**config.mk**
```make
export PLATFORM = sky130hd
export DESIGN_NAME = hpc_device_flat
export DESIGN_NICKNAME = d
export VERILOG_FILES = /design/src/logic/hpc_pkg.sv /design/src/logic/hpc_bus_if.sv /design/src/logic/hpc_device.sv /design/src/flat_wrapper.sv
export SDC_FILE = /design/constraint.sdc
export NUM_CORES = 1
export LEC_CHECK = 0
export BUFFER_PORTS_ARGS = -buffer_cell sky130_fd_sc_hd__buf_2
export CORE_MARGIN = 4
export CORE_UTILIZATION = 57
export CTS_BUF_LIST = sky130_fd_sc_hd__clkbuf_2
export DETAILED_ROUTE_END_ITERATION = 10
export GPL_TIMING_DRIVEN = 0
export PLACE_DENSITY_LB_ADDON = 0.2
export SYNTH_ARGS = -nofsm -noshare
export SYNTH_HDL_FRONTEND = slang
export SYNTH_SLANG_ARGS = --single-unit
```
**constraint.sdc**
```tcl
create_clock -name clk -period 6.9 [get_ports clk]
set_input_delay 1.38 -clock clk [delete_from_list [all_inputs] [get_ports clk]]
set_output_delay 1.38 -clock clk [all_outputs]
set_load 0.005 [all_outputs]
```
**src/logic/hpc_pkg.sv**
```systemverilog
// package of constants and types for the host port control pins
//
// Notes on behaviour
// - write data stored at write strobe rising edge
// - interrupt low while any unmasked event pending
// - interrupt released once no unmasked event is pending
// - global, framer, line and tester mask levels
// - select low parallel port, high serial port
// - select pin shows status when compat bit set
// - timing select high strobe plus direction, low split
// - host holds timing select low in serial mode
// - device reset low clears registers, sets every mask register to all ones
// - master clock rate from period and frequency bits
// - strobes ignored, bus undriven, without chip select
// - bus driven while read strobe and select low
package hpc_pkg;
  localparam int unsigned ADDR_W = 13;
  localparam int unsigned DATA_W = 8;
  localparam int unsigned NUM_PORTS = 8;
  // device register addresses
  localparam logic [12:0] ADDR_GTCR = 13'h0000;
  localparam logic [12:0] ADDR_STATUS = 13'h0001;
  localparam logic [12:0] ADDR_GMASK = 13'h0002;
  localparam logic [12:0] ADDR_FR_MASK = 13'h0003;
  localparam logic [12:0] ADDR_LIU_MASK = 13'h0004;
  localparam logic [12:0] ADDR_BERT_MASK = 13'h0005;
  localparam logic [12:0] ADDR_FR_STAT = 13'h0006;
  localparam logic [12:0] ADDR_LIU_STAT = 13'h0007;
  localparam logic [12:0] ADDR_BERT_STAT = 13'h0008;
  localparam logic [12:0] ADDR_CLKSEL = 13'h0009;
  localparam logic [12:0] ADDR_SCRATCH = 13'h000A;
  // global control fields
  localparam int unsigned GTCR_COMPAT_BIT = 0;
  localparam int unsigned GTCR_STSEL_LSB = 1;
  localparam int unsigned CLK_PERIOD0_BIT = 0;
  localparam int unsigned CLK_PERIOD1_BIT = 1;
  localparam int unsigned CLK_FREQ_BIT = 2;
  // global mask bits
  localparam int unsigned GM_FR_BIT = 0;
  localparam int unsigned GM_LIU_BIT = 1;
  localparam int unsigned GM_BERT_BIT = 2;
  localparam logic [7:0] RST_BYTE = 8'h00;
  localparam logic [7:0] MASK_RST = 8'hFF;
  // controller register offsets
  localparam logic [3:0] C_CMD = 4'h0;
  localparam logic [3:0] C_ADDR_LO = 4'h1;
  localparam logic [3:0] C_ADDR_HI = 4'h2;
  localparam logic [3:0] C_WDATA = 4'h3;
  localparam logic [3:0] C_RDATA = 4'h4;
  localparam logic [3:0] C_STAT = 4'h5;
  localparam logic [3:0] C_IRQ_STAT = 4'h6;
  localparam logic [3:0] C_IRQ_MASK = 4'h7;
  localparam logic [3:0] C_CFG = 4'h8;
  localparam int unsigned CMD_WR_BIT = 0;
  localparam int unsigned CMD_RD_BIT = 1;
  localparam int unsigned CFG_TIMING_BIT = 0;
  localparam int unsigned CFG_SPI_BIT = 1;
  localparam int unsigned CFG_RST_BIT = 2;
  localparam int unsigned IRQ_DONE_BIT = 0;
  localparam int unsigned IRQ_DEV_BIT = 1;
  // bus phase lengths in clocks
  localparam logic [3:0] SETUP_CYC = 4'h2;
  localparam logic [3:0] STROBE_CYC = 4'h4;
  localparam logic [3:0] HOLD_CYC = 4'h2;
  localparam logic [3:0] CNT_ZERO = 4'h0;
  localparam logic [3:0] CNT_ONE = 4'h1;
  typedef enum logic [3:0] {
    HPC_IDLE = 4'b0001,
    HPC_SETUP = 4'b0010,
    HPC_STROBE = 4'b0100,
    HPC_HOLD = 4'b1000
  } hpc_state_e;
endpackage

```
**src/logic/hpc_bus_if.sv**
```systemverilog
// pin bundle between host controller and device port
`timescale 1ns/1ps
`default_nettype none
interface hpc_bus_if;
  logic [12:0] addr;
  logic [7:0] data_h2d;
  logic data_h2d_oe_n;
  logic [7:0] data_d2h;
  logic data_d2h_oe_n;
  logic chip_select_n;
  logic write_strobe_n;
  logic read_strobe_n;
  logic bus_timing_select;
  logic spi_sel_in;
  logic spi_sel_out;
  logic spi_sel_out_oe_n;
  logic interrupt_request_n;
  logic interrupt_request_oe_n;
  logic device_reset_n;
  modport device (
    input addr,
    input data_h2d,
    input data_h2d_oe_n,
    output data_d2h,
    output data_d2h_oe_n,
    input chip_select_n,
    input write_strobe_n,
    input read_strobe_n,
    input bus_timing_select,
    input spi_sel_in,
    output spi_sel_out,
    output spi_sel_out_oe_n,
    output interrupt_request_n,
    output interrupt_request_oe_n,
    input device_reset_n
  );
  modport host (
    output addr,
    output data_h2d,
    output data_h2d_oe_n,
    input data_d2h,
    input data_d2h_oe_n,
    output chip_select_n,
    output write_strobe_n,
    output read_strobe_n,
    output bus_timing_select,
    output spi_sel_in,
    input spi_sel_out,
    input spi_sel_out_oe_n,
    input interrupt_request_n,
    input interrupt_request_oe_n,
    output device_reset_n
  );
endinterface
`default_nettype wire

```
**src/logic/hpc_device.sv**
```systemverilog
// device end: parallel register port, masked interrupt, mode pins
//
// The register addresses and the strobed register port were decided locally.
`timescale 1ns/1ps
`default_nettype none
module hpc_device (
  input wire logic clk,
  input wire logic rst,
  hpc_bus_if.device bus,
  input wire logic [7:0] fr_event,
  input wire logic [7:0] liu_event,
  input wire logic [7:0] bert_event,
  input wire logic [7:0] analog_loss_flag,
  input wire logic [7:0] rx_signaling_freeze_flag,
  input wire logic [7:0] framer_loss_flag,
  output logic spi_mode,
  output logic [2:0] master_clk_sel
);
  typedef struct packed {
    logic [1:0] wr_s;
    logic [1:0] rd_s;
    logic [1:0] cs_s;
    logic [1:0] tsel_s;
    logic [1:0] sel_s;
    logic [1:0] rstn_s;
    logic wr_q;
    logic [7:0] gtcr;
    logic [7:0] gmask;
    logic [7:0] fr_mask;
    logic [7:0] liu_mask;
    logic [7:0] bert_mask;
    logic [7:0] fr_stat;
    logic [7:0] liu_stat;
    logic [7:0] bert_stat;
    logic [7:0] clksel;
    logic [7:0] scratch;
    logic [7:0] rdata;
    logic rd_en;
    logic irq;
    logic sel_o;
  } hpc_dev_s;
  hpc_dev_s q;
  hpc_dev_s next_q;
  logic strobe_wr;
  logic strobe_rd;
  logic wr_rise;
  logic [7:0] stat_sel;

  function automatic logic [7:0] hpc_w1c(input logic [7:0] cur, input logic [7:0] ev,
                                          input logic [7:0] clr);
    hpc_w1c = (cur & ~clr) | ev;
  endfunction

  ////////////////////////////////////////////////////////////////////
  // strobe decoding per timing style
  always_comb
  begin
    if (q.tsel_s[1])
    begin
      strobe_wr = ~q.rd_s[1] & ~q.wr_s[1];
      strobe_rd = ~q.rd_s[1] & q.wr_s[1];
    end
    else
    begin
      strobe_wr = ~q.wr_s[1];
      strobe_rd = ~q.rd_s[1];
    end
  end
  localparam int unsigned GTCR_SEL_HI = hpc_pkg::GTCR_STSEL_LSB + 1;
  assign wr_rise = q.wr_q & ~(strobe_wr & ~q.cs_s[1]);
  assign stat_sel = q.gtcr[GTCR_SEL_HI:hpc_pkg::GTCR_STSEL_LSB] == 2'h1 ?
                    rx_signaling_freeze_flag :
                    (q.gtcr[GTCR_SEL_HI:hpc_pkg::GTCR_STSEL_LSB] == 2'h2 ?
                     framer_loss_flag : analog_loss_flag);

  ////////////////////////////////////////////////////////////////////
  always_comb
  begin
    next_q = q;
    next_q.wr_s = {q.wr_s[0], bus.write_strobe_n};
    next_q.rd_s = {q.rd_s[0], bus.read_strobe_n};
    next_q.cs_s = {q.cs_s[0], bus.chip_select_n};
    next_q.tsel_s = {q.tsel_s[0], bus.bus_timing_select};
    next_q.sel_s = {q.sel_s[0], bus.spi_sel_in};
    next_q.rstn_s = {q.rstn_s[0], bus.device_reset_n};
    next_q.wr_q = strobe_wr & ~q.cs_s[1] & ~q.sel_s[1];
    next_q.fr_stat = hpc_w1c(q.fr_stat, fr_event, 8'h00);
    next_q.liu_stat = hpc_w1c(q.liu_stat, liu_event, 8'h00);
    next_q.bert_stat = hpc_w1c(q.bert_stat, bert_event, 8'h00);
    if (wr_rise && !q.sel_s[1])
    begin
      if (bus.addr == hpc_pkg::ADDR_GTCR)
        next_q.gtcr = bus.data_h2d;
      else if (bus.addr == hpc_pkg::ADDR_GMASK)
        next_q.gmask = bus.data_h2d;
      else if (bus.addr == hpc_pkg::ADDR_FR_MASK)
        next_q.fr_mask = bus.data_h2d;
      else if (bus.addr == hpc_pkg::ADDR_LIU_MASK)
        next_q.liu_mask = bus.data_h2d;
      else if (bus.addr == hpc_pkg::ADDR_BERT_MASK)
        next_q.bert_mask = bus.data_h2d;
      else if (bus.addr == hpc_pkg::ADDR_FR_STAT)
        next_q.fr_stat = hpc_w1c(q.fr_stat, fr_event, bus.data_h2d);
      else if (bus.addr == hpc_pkg::ADDR_LIU_STAT)
        next_q.liu_stat = hpc_w1c(q.liu_stat, liu_event, bus.data_h2d);
      else if (bus.addr == hpc_pkg::ADDR_BERT_STAT)
        next_q.bert_stat = hpc_w1c(q.bert_stat, bert_event, bus.data_h2d);
      else if (bus.addr == hpc_pkg::ADDR_CLKSEL)
        next_q.clksel = bus.data_h2d;
      else if (bus.addr == hpc_pkg::ADDR_SCRATCH)
        next_q.scratch = bus.data_h2d;
    end
    next_q.rd_en = strobe_rd & ~q.cs_s[1] & ~q.sel_s[1];
    if (bus.addr == hpc_pkg::ADDR_GTCR)
      next_q.rdata = q.gtcr;
    else if (bus.addr == hpc_pkg::ADDR_STATUS)
      next_q.rdata = {5'h00, |q.bert_stat, |q.liu_stat, |q.fr_stat};
    else if (bus.addr == hpc_pkg::ADDR_GMASK)
      next_q.rdata = q.gmask;
    else if (bus.addr == hpc_pkg::ADDR_FR_MASK)
      next_q.rdata = q.fr_mask;
    else if (bus.addr == hpc_pkg::ADDR_LIU_MASK)
      next_q.rdata = q.liu_mask;
    else if (bus.addr == hpc_pkg::ADDR_BERT_MASK)
      next_q.rdata = q.bert_mask;
    else if (bus.addr == hpc_pkg::ADDR_FR_STAT)
      next_q.rdata = q.fr_stat;
    else if (bus.addr == hpc_pkg::ADDR_LIU_STAT)
      next_q.rdata = q.liu_stat;
    else if (bus.addr == hpc_pkg::ADDR_BERT_STAT)
      next_q.rdata = q.bert_stat;
    else if (bus.addr == hpc_pkg::ADDR_CLKSEL)
      next_q.rdata = q.clksel;
    else if (bus.addr == hpc_pkg::ADDR_SCRATCH)
      next_q.rdata = q.scratch;
    else
      next_q.rdata = hpc_pkg::RST_BYTE;
    // three mask levels under one global level
    next_q.irq = (|(q.fr_stat & ~q.fr_mask) & ~q.gmask[hpc_pkg::GM_FR_BIT]) |
                 (|(q.liu_stat & ~q.liu_mask) & ~q.gmask[hpc_pkg::GM_LIU_BIT]) |
                 (|(q.bert_stat & ~q.bert_mask) & ~q.gmask[hpc_pkg::GM_BERT_BIT]);
    next_q.sel_o = |stat_sel;
    if (!q.rstn_s[1])
    begin
      next_q = '0;
      next_q.wr_s = q.wr_s;
      next_q.rd_s = q.rd_s;
      next_q.cs_s = {q.cs_s[0], bus.chip_select_n};
      next_q.tsel_s = q.tsel_s;
      next_q.sel_s = q.sel_s;
      next_q.rstn_s = {q.rstn_s[0], bus.device_reset_n};
      next_q.gmask = hpc_pkg::MASK_RST;
      next_q.fr_mask = hpc_pkg::MASK_RST;
      next_q.liu_mask = hpc_pkg::MASK_RST;
      next_q.bert_mask = hpc_pkg::MASK_RST;
    end
  end

  always_ff @(posedge clk or posedge rst)
  begin
    if (rst)
    begin
      q <= '0;
      q.wr_s <= 2'h3;
      q.rd_s <= 2'h3;
      q.cs_s <= 2'h3;
      q.gmask <= hpc_pkg::MASK_RST;
      q.fr_mask <= hpc_pkg::MASK_RST;
      q.liu_mask <= hpc_pkg::MASK_RST;
      q.bert_mask <= hpc_pkg::MASK_RST;
    end
    else
      q <= next_q;
  end

  ////////////////////////////////////////////////////////////////////
  assign bus.data_d2h = q.rdata;
  assign bus.data_d2h_oe_n = ~(q.rd_en & ~q.cs_s[1]);
  assign bus.interrupt_request_n = 1'b0;
  assign bus.interrupt_request_oe_n = ~q.irq;
  assign bus.spi_sel_out = q.sel_o;
  assign bus.spi_sel_out_oe_n = ~q.gtcr[hpc_pkg::GTCR_COMPAT_BIT];
  assign spi_mode = q.sel_s[1] & ~q.gtcr[hpc_pkg::GTCR_COMPAT_BIT];
  assign master_clk_sel = {q.clksel[hpc_pkg::CLK_FREQ_BIT],
                           q.clksel[hpc_pkg::CLK_PERIOD1_BIT],
                           q.clksel[hpc_pkg::CLK_PERIOD0_BIT]};
endmodule
`default_nettype wire

```
**src/flat_wrapper.sv**
```systemverilog
// flat-port wrapper written by rule: the top's interface ports become plain ports
module hpc_device_flat 
  (clk, rst, fr_event, liu_event, bert_event, analog_loss_flag, rx_signaling_freeze_flag, framer_loss_flag, spi_mode, master_clk_sel, bus_addr, bus_data_h2d, bus_data_h2d_oe_n, bus_data_d2h, bus_data_d2h_oe_n, bus_chip_select_n, bus_write_strobe_n, bus_read_strobe_n, bus_bus_timing_select, bus_spi_sel_in, bus_spi_sel_out, bus_spi_sel_out_oe_n, bus_interrupt_request_n, bus_interrupt_request_oe_n, bus_device_reset_n);
  hpc_bus_if bus_i ();
  input wire logic clk;
  input wire logic rst;
  input wire logic [7:0] fr_event;
  input wire logic [7:0] liu_event;
  input wire logic [7:0] bert_event;
  input wire logic [7:0] analog_loss_flag;
  input wire logic [7:0] rx_signaling_freeze_flag;
  input wire logic [7:0] framer_loss_flag;
  output logic spi_mode;
  output logic [2:0] master_clk_sel;
  input wire logic [$bits(bus_i.addr)-1:0] bus_addr;
  input wire logic [$bits(bus_i.data_h2d)-1:0] bus_data_h2d;
  input wire logic [$bits(bus_i.data_h2d_oe_n)-1:0] bus_data_h2d_oe_n;
  output wire logic [$bits(bus_i.data_d2h)-1:0] bus_data_d2h;
  output wire logic [$bits(bus_i.data_d2h_oe_n)-1:0] bus_data_d2h_oe_n;
  input wire logic [$bits(bus_i.chip_select_n)-1:0] bus_chip_select_n;
  input wire logic [$bits(bus_i.write_strobe_n)-1:0] bus_write_strobe_n;
  input wire logic [$bits(bus_i.read_strobe_n)-1:0] bus_read_strobe_n;
  input wire logic [$bits(bus_i.bus_timing_select)-1:0] bus_bus_timing_select;
  input wire logic [$bits(bus_i.spi_sel_in)-1:0] bus_spi_sel_in;
  output wire logic [$bits(bus_i.spi_sel_out)-1:0] bus_spi_sel_out;
  output wire logic [$bits(bus_i.spi_sel_out_oe_n)-1:0] bus_spi_sel_out_oe_n;
  output wire logic [$bits(bus_i.interrupt_request_n)-1:0] bus_interrupt_request_n;
  output wire logic [$bits(bus_i.interrupt_request_oe_n)-1:0] bus_interrupt_request_oe_n;
  input wire logic [$bits(bus_i.device_reset_n)-1:0] bus_device_reset_n;
  assign bus_i.addr = bus_addr;
  assign bus_i.data_h2d = bus_data_h2d;
  assign bus_i.data_h2d_oe_n = bus_data_h2d_oe_n;
  assign bus_data_d2h = bus_i.data_d2h;
  assign bus_data_d2h_oe_n = bus_i.data_d2h_oe_n;
  assign bus_i.chip_select_n = bus_chip_select_n;
  assign bus_i.write_strobe_n = bus_write_strobe_n;
  assign bus_i.read_strobe_n = bus_read_strobe_n;
  assign bus_i.bus_timing_select = bus_bus_timing_select;
  assign bus_i.spi_sel_in = bus_spi_sel_in;
  assign bus_spi_sel_out = bus_i.spi_sel_out;
  assign bus_spi_sel_out_oe_n = bus_i.spi_sel_out_oe_n;
  assign bus_interrupt_request_n = bus_i.interrupt_request_n;
  assign bus_interrupt_request_oe_n = bus_i.interrupt_request_oe_n;
  assign bus_i.device_reset_n = bus_device_reset_n;
  hpc_device u_core (.clk(clk), .rst(rst), .bus(bus_i), .fr_event(fr_event), .liu_event(liu_event), .bert_event(bert_event), .analog_loss_flag(analog_loss_flag), .rx_signaling_freeze_flag(rx_signaling_freeze_flag), .framer_loss_flag(framer_loss_flag), .spi_mode(spi_mode), .master_clk_sel(master_clk_sel));
endmodule
```
# After elaboration in Yosys (flattened, before gate mapping)
# Cells that the tools add are included.
word_totals:
  regBits: 104
  output_inout_bits: 17
  wordCells: 144
classes:
  n_eq_ne: 29
  mux: 36
  n_bitwise: 41
  n_reduce_logical: 17
op_table:
  columns: ["op", "n"]
  rows:
  - ["8-bit 2-to-1 mux", 24]
  - ["92-bit 2-to-1 mux", 1]
  - ["80-bit 2-to-1 mux", 1]
  - ["72-bit 2-to-1 mux", 1]
  - ["64-bit 2-to-1 mux", 1]
  - ["56-bit 2-to-1 mux", 1]
  - ["8-bit OR reduction", 7]
  - ["13-bit by 3-bit == test with 1-bit output, second input constant", 4]
  - ["8-bit bitwise AND", 6]
  - ["48-bit 2-to-1 mux", 1]
  - ["8-bit OR", 6]
  - ["40-bit 2-to-1 mux", 1]
  - ["13-bit by 4-bit == test with 1-bit output, second input constant", 3]
  - ["2-bit != test, second input constant", 17]
  - ["32-bit 2-to-1 mux", 1]
  - ["8-bit inverter", 4]
  - ["13-bit by 2-bit == test with 1-bit output, second input constant", 2]
  - ["24-bit 2-to-1 mux", 1]
  - ["16-bit 2-to-1 mux", 1]
  - ["13-bit by 1-bit == test with 1-bit output, second input constant", 1]
  - ["13-bit logical NOT", 1]
  - ["1-bit bitwise AND", 12]
  - ["1-bit inverter", 11]
  - ["11-bit AND reduction", 1]
  - ["12 further kinds", 14]

# Depth between registers and ports, before layout
logic_depth:
  ltp_word: 13
  depth_mapped: 9

# Worst setup path before layout
# No wires, ideal clock.
synth_timing:
  kind: "input -> register"
  from: "in bus_addr[3]"
  to: "reg u_core.q[12] in the netlist's numbering"
  arrival_ns: 2.800
  slack_ns: 3.979
  stages: 7
  cell_sequence: "buf_2 -> inv_2 -> nor2_1 -> nand2_1 -> or3_1 -> buf_2 -> a32o_1"
synth_via:
  elab_chain_len: 3
synth_lines:
  columns: ["item", "line_no", "source"]
  rows:
  - ["from (decl)", "flat_wrapper.sv:15", "input wire logic [$bits(bus_i.addr)-1:0] bus_addr;"]
  - ["13-bit by 2-bit == test with 1-bit output (tied with other cells)", "hpc_device.sv:94", "else if (bus.addr == hpc_pkg::ADDR_GMASK)"]
  - ["2-bit != test (no line)", null, null]
  - ["11-bit AND reduction (no line) *", null, null]
  - ["to (signal assigned)", "hpc_device.sv:173", "q <= next_q;"]
  - ["to (decl)", "hpc_device.sv:42", "hpc_dev_s q;"]
# Every way passes the cells marked *; elsewhere a longest branch is shown, timed or not.
# A chain may end at the register's enable or synchronous reset.

==> results.txt <==
- Along the worst path, the maximum fanout reaches 10.
- Pin count of the biggest net entering global routing: 59
- Count of input and output buffers: 83
- Die Span Y: 107 µm
- Die Width: 107 µm
* Number of rows created at floorplan: 35
- Power spread over the standard cell area amounts to about 180 nW/µm².
* Category of the critical setup timing path: input pin to flip-flop
* F_max: around 330 MHz
- Kind of end point of the critical path: flip-flop
- For the worst-skew pair, the clock arrives at the later sink with an insertion delay of 0.61 ns.
* Final antenna-violating net count: 0
- Arrival time of the worst setup path: 3.61 ns
* Commonest register cell after synthesis: sky130_fd_sc_hd__dfrtp_1
- Of the post-synthesis cell area, the dominant cell type holds 0.297.
- Clock sink total: between 100 and 150
- VDD sags by at most 0.000160 V.
- After detailed routing, the number of vias per cell comes to 6.38.
- The floorplan step defined a die boundary enclosing between 10000 and 15000 µm².
- For the final routed database, the setup TNS stands at 0 ns.
* Slew at the pin with the worst max-slew slack: 1.12 ns
- Across the run, the number of max-cap violations was 0.
- The share of the Yosys chip area taken by registers is 0.476.
* Cell-internal power: approximately 0.80 mW
- Dominant cell type by area after synthesis: sky130_fd_sc_hd__dfrtp_1
- Distinct cells, synth: 60
- From synthesis to final layout, the design area changed by 13.4%.
* GR Overflow Total: 0
- The worst setup path is launched from an input pin.
- Psw: ~0.31 mW
- Across every metal layer, demand over resource in global routing totals 0.326.
- Clock power share: 0.289
- Counting the buffers created by CTS gives 9.
- Setup repair after global routing missed its margin: false
- In this run the cell area measured after placement is approximately 6200 µm².
* Maximum level of the CTS H-tree: 3
- Counting flops and latches in the post-synthesis netlist gives 104.
- Total design power: between 1 and 1.5 mW
- The min-delay analysis places its worst path in the category flip-flop to flip-flop.
- Dividing the final minimum period by the clock period gives 0.445.
* Post CTS Setup Buffer Count: 0
* Post-detailed-route wirelength per cell: 22.2 µm
* Run status: completed
- The initial antenna violation count was 0.
- Sequential fraction of design power: 0.584
- Post-Layout Inst Area: 6310 µm²
* Floorplan Core Area: 9370 µm²
* Post-synth ARST share: 1.00
- Setup-failing EPs final: 0
- The number of max-slew violations in the final report came to 0.
- Post-detailed-routing wire length: 18100 µm
- Yosys mapped a number of flops with a built-in enable equal to 0.
* Worst clock skew: 0.0288 ns
- Total leakage power: between 2 and 3 nW
* Global-route wire length before repair: 28300 µm
- Measured against its own limit, the worst slew margin works out to 0.245.
- # hold bufs at CTS: 0
- For this configuration, the core starts out at a cell density of 0.594.
- Of the cells placed in the final design, the portion with a size suffix greater than 1 is 0.267.
- Measured on the finished design, the core utilization comes to 0.673.
* Final worst setup slack: 3.83 ns
* Post-synthesis average cell area: 9.45 µm²
- Num ports: 95
- Worst EP required: 7.44 ns
- Pre-CTS setup slack: 3.29 ns
- Clock transition at the registers of the reported paths: 0.25 ns
- Summing every instance area after synthesis gives roughly 5600 µm².
- Synthesis produced a netlist with a net count of around 670.
* Final HPWL DP: 13500 µm
- The number of global-route vias before repair is 5069.
- Share of power burned in combinational logic: 0.127
- In the routed design, unresolved DRC markers number 0.
* Violation count after the first detailed-routing iteration: 540
* Net count, final: around 760
* Global placement routability congestion: 1.01
* Tmin final: 3.07 ns
- First drt pass iteration count: 6
* Final-report hold violation count: 0
- Once the clock tree was built, the resizer swapped 0 gates to a different size.
* Yosys warnings: 0
- Number of diodes: 0
- Synthesis produced 589 cells.
* TritonCTS clock tree: done
- Switching part of the total power: 0.279
- Cell at the root of the clock tree: sky130_fd_sc_hd__clkbuf_2
- By area the synthesized netlist is led by sky130_fd_sc_hd__dfrtp_1, sky130_fd_sc_hd__dfstp_2, sky130_fd_sc_hd__mux2i_1.
* Maximum root-to-sink buffer count: 2
* Routed vias: 5221
## cell type report
| cell class | count | area [µm²] |
|---|---|---|
| Inverter | 55 | 209 |
| Tap cell | 129 | 161 |
| Timing Repair Buffer | 84 | 443 |
| Sequential cell | 104 | 2650 |
| Clock inverter | 5 | 81.3 |
| Multi-Input combinational cell | 378 | 2460 |
| Clock buffer | 11 | 55.1 |
| Fill cell | 808 | 3060 |
| Buffer | 52 | 251 |
## registers in the layout, indices dropped and copies added (netlist names)
register,count
u_core.bus.spi_sel_out,1
u_core.bus.data_d2h,8
u_core.q,92
u_core.master_clk_sel,3
## through the flow
stage                     std cells  hold WS (ns)
after global routing            818         0.386
after global placement          801         0.334
final                           818         0.382
after detailed placement        802         0.343
after CTS                       818         0.383
after floorplan                 589         0.331
## power by group through the flow
stage	sequential [mW]	combinational (mW)	clock (mW)
2_1_floorplan	0.651	0.0814	0
3_3_place_gp	0.659	0.133	0
3_5_place_dp	0.660	0.140	0
4_1_cts	0.651	0.140	0.323
5_1_grt	0.654	0.155	0.349
6_report	0.651	0.142	0.322
## cell families after synthesis
group,count (synthesis),share of synthesized area
mux,41,0.0800
compound gates,162,0.192
buf+inv,107,0.0823
flops,104,0.476
simple gates,174,0.169
other cells,1,0.000674
## layer usage
layer	GRT usage	wire length, µm
met2	0.522	8740
met4	0.127	674
met1	0.443	7330
met5	0	0
met3	0.0578	1370
## cell usage after synthesis (2+ instances only)
library cell	n
sky130_fd_sc_hd__a32o_1	14
sky130_fd_sc_hd__nor2_4	2
sky130_fd_sc_hd__nand4_1	12
sky130_fd_sc_hd__mux4_2	2
sky130_fd_sc_hd__a222oi_1	2
sky130_fd_sc_hd__nor3_1	10
sky130_fd_sc_hd__a22oi_1	3
sky130_fd_sc_hd__a21oi_1	17
sky130_fd_sc_hd__inv_1	54
sky130_fd_sc_hd__a221oi_1	3
sky130_fd_sc_hd__nor2_1	31
sky130_fd_sc_hd__o31ai_1	2
sky130_fd_sc_hd__buf_2	9
sky130_fd_sc_hd__o32ai_1	2
sky130_fd_sc_hd__o21ai_0	46
sky130_fd_sc_hd__nor4_4	2
sky130_fd_sc_hd__o22ai_1	15
sky130_fd_sc_hd__o21a_1	3
sky130_fd_sc_hd__nor4_1	13
sky130_fd_sc_hd__a311oi_1	2
sky130_fd_sc_hd__mux2i_1	31
sky130_fd_sc_hd__o211ai_1	10
sky130_fd_sc_hd__nand3b_1	4
sky130_fd_sc_hd__nand3_1	15
sky130_fd_sc_hd__nor2b_1	5
sky130_fd_sc_hd__a221o_1	2
sky130_fd_sc_hd__nor4_2	3
sky130_fd_sc_hd__a31oi_1	27
sky130_fd_sc_hd__nand2b_1	7
sky130_fd_sc_hd__dfstp_2	38
sky130_fd_sc_hd__or3_1	2
sky130_fd_sc_hd__a21o_1	4
sky130_fd_sc_hd__clkbuf_1	30
sky130_fd_sc_hd__mux2_2	8
sky130_fd_sc_hd__nand2_1	58
sky130_fd_sc_hd__buf_4	12
sky130_fd_sc_hd__dfrtp_1	66
## worst paths after layout
path                                     from                endpoint  slack [ns]  cells after the start
worst min register to register   u_core.q[98]            u_core.q[99]        0.38                      0
worst min-delay path             u_core.q[98]            u_core.q[99]        0.38                      0
worst max-delay path              bus_addr[0]  u_core.bus.data_d2h[4]        3.83                      9
min in group asynchronous                 rst            u_core.q[96]        0.80                      2
max in group asynchronous                 rst            u_core.q[58]        5.38                      3
worst max register to register  u_core.q[101]            u_core.q[36]        4.37                      6
## worst max-delay path: stages
cell and delay (ns):
sky130_fd_sc_hd__buf_2 0.14, sky130_fd_sc_hd__clkbuf_1 0.48, sky130_fd_sc_hd__clkbuf_1 0.50, sky130_fd_sc_hd__a21oi_1 0.08
sky130_fd_sc_hd__o21ai_0 0.20, sky130_fd_sc_hd__a21oi_1 0.09, sky130_fd_sc_hd__nor3_1 0.38, sky130_fd_sc_hd__o221ai_1 0.25
sky130_fd_sc_hd__nand2_1 0.11
## layout by cell type, fill, tap and decap left out, types with 14 or more instances in the layout
master and n:
sky130_fd_sc_hd__a31oi_1 27, sky130_fd_sc_hd__nand3_1 15, sky130_fd_sc_hd__dfstp_2 38, sky130_fd_sc_hd__clkbuf_1 30, sky130_fd_sc_hd__mux2i_1 31, sky130_fd_sc_hd__buf_2 92, sky130_fd_sc_hd__inv_1 53, sky130_fd_sc_hd__nor2_1 31
sky130_fd_sc_hd__nand2_1 58, sky130_fd_sc_hd__dfrtp_1 66, sky130_fd_sc_hd__a32o_1 14, sky130_fd_sc_hd__a21oi_1 17, sky130_fd_sc_hd__o22ai_1 15, sky130_fd_sc_hd__o21ai_0 46
(Power assumes the default switching activity.)
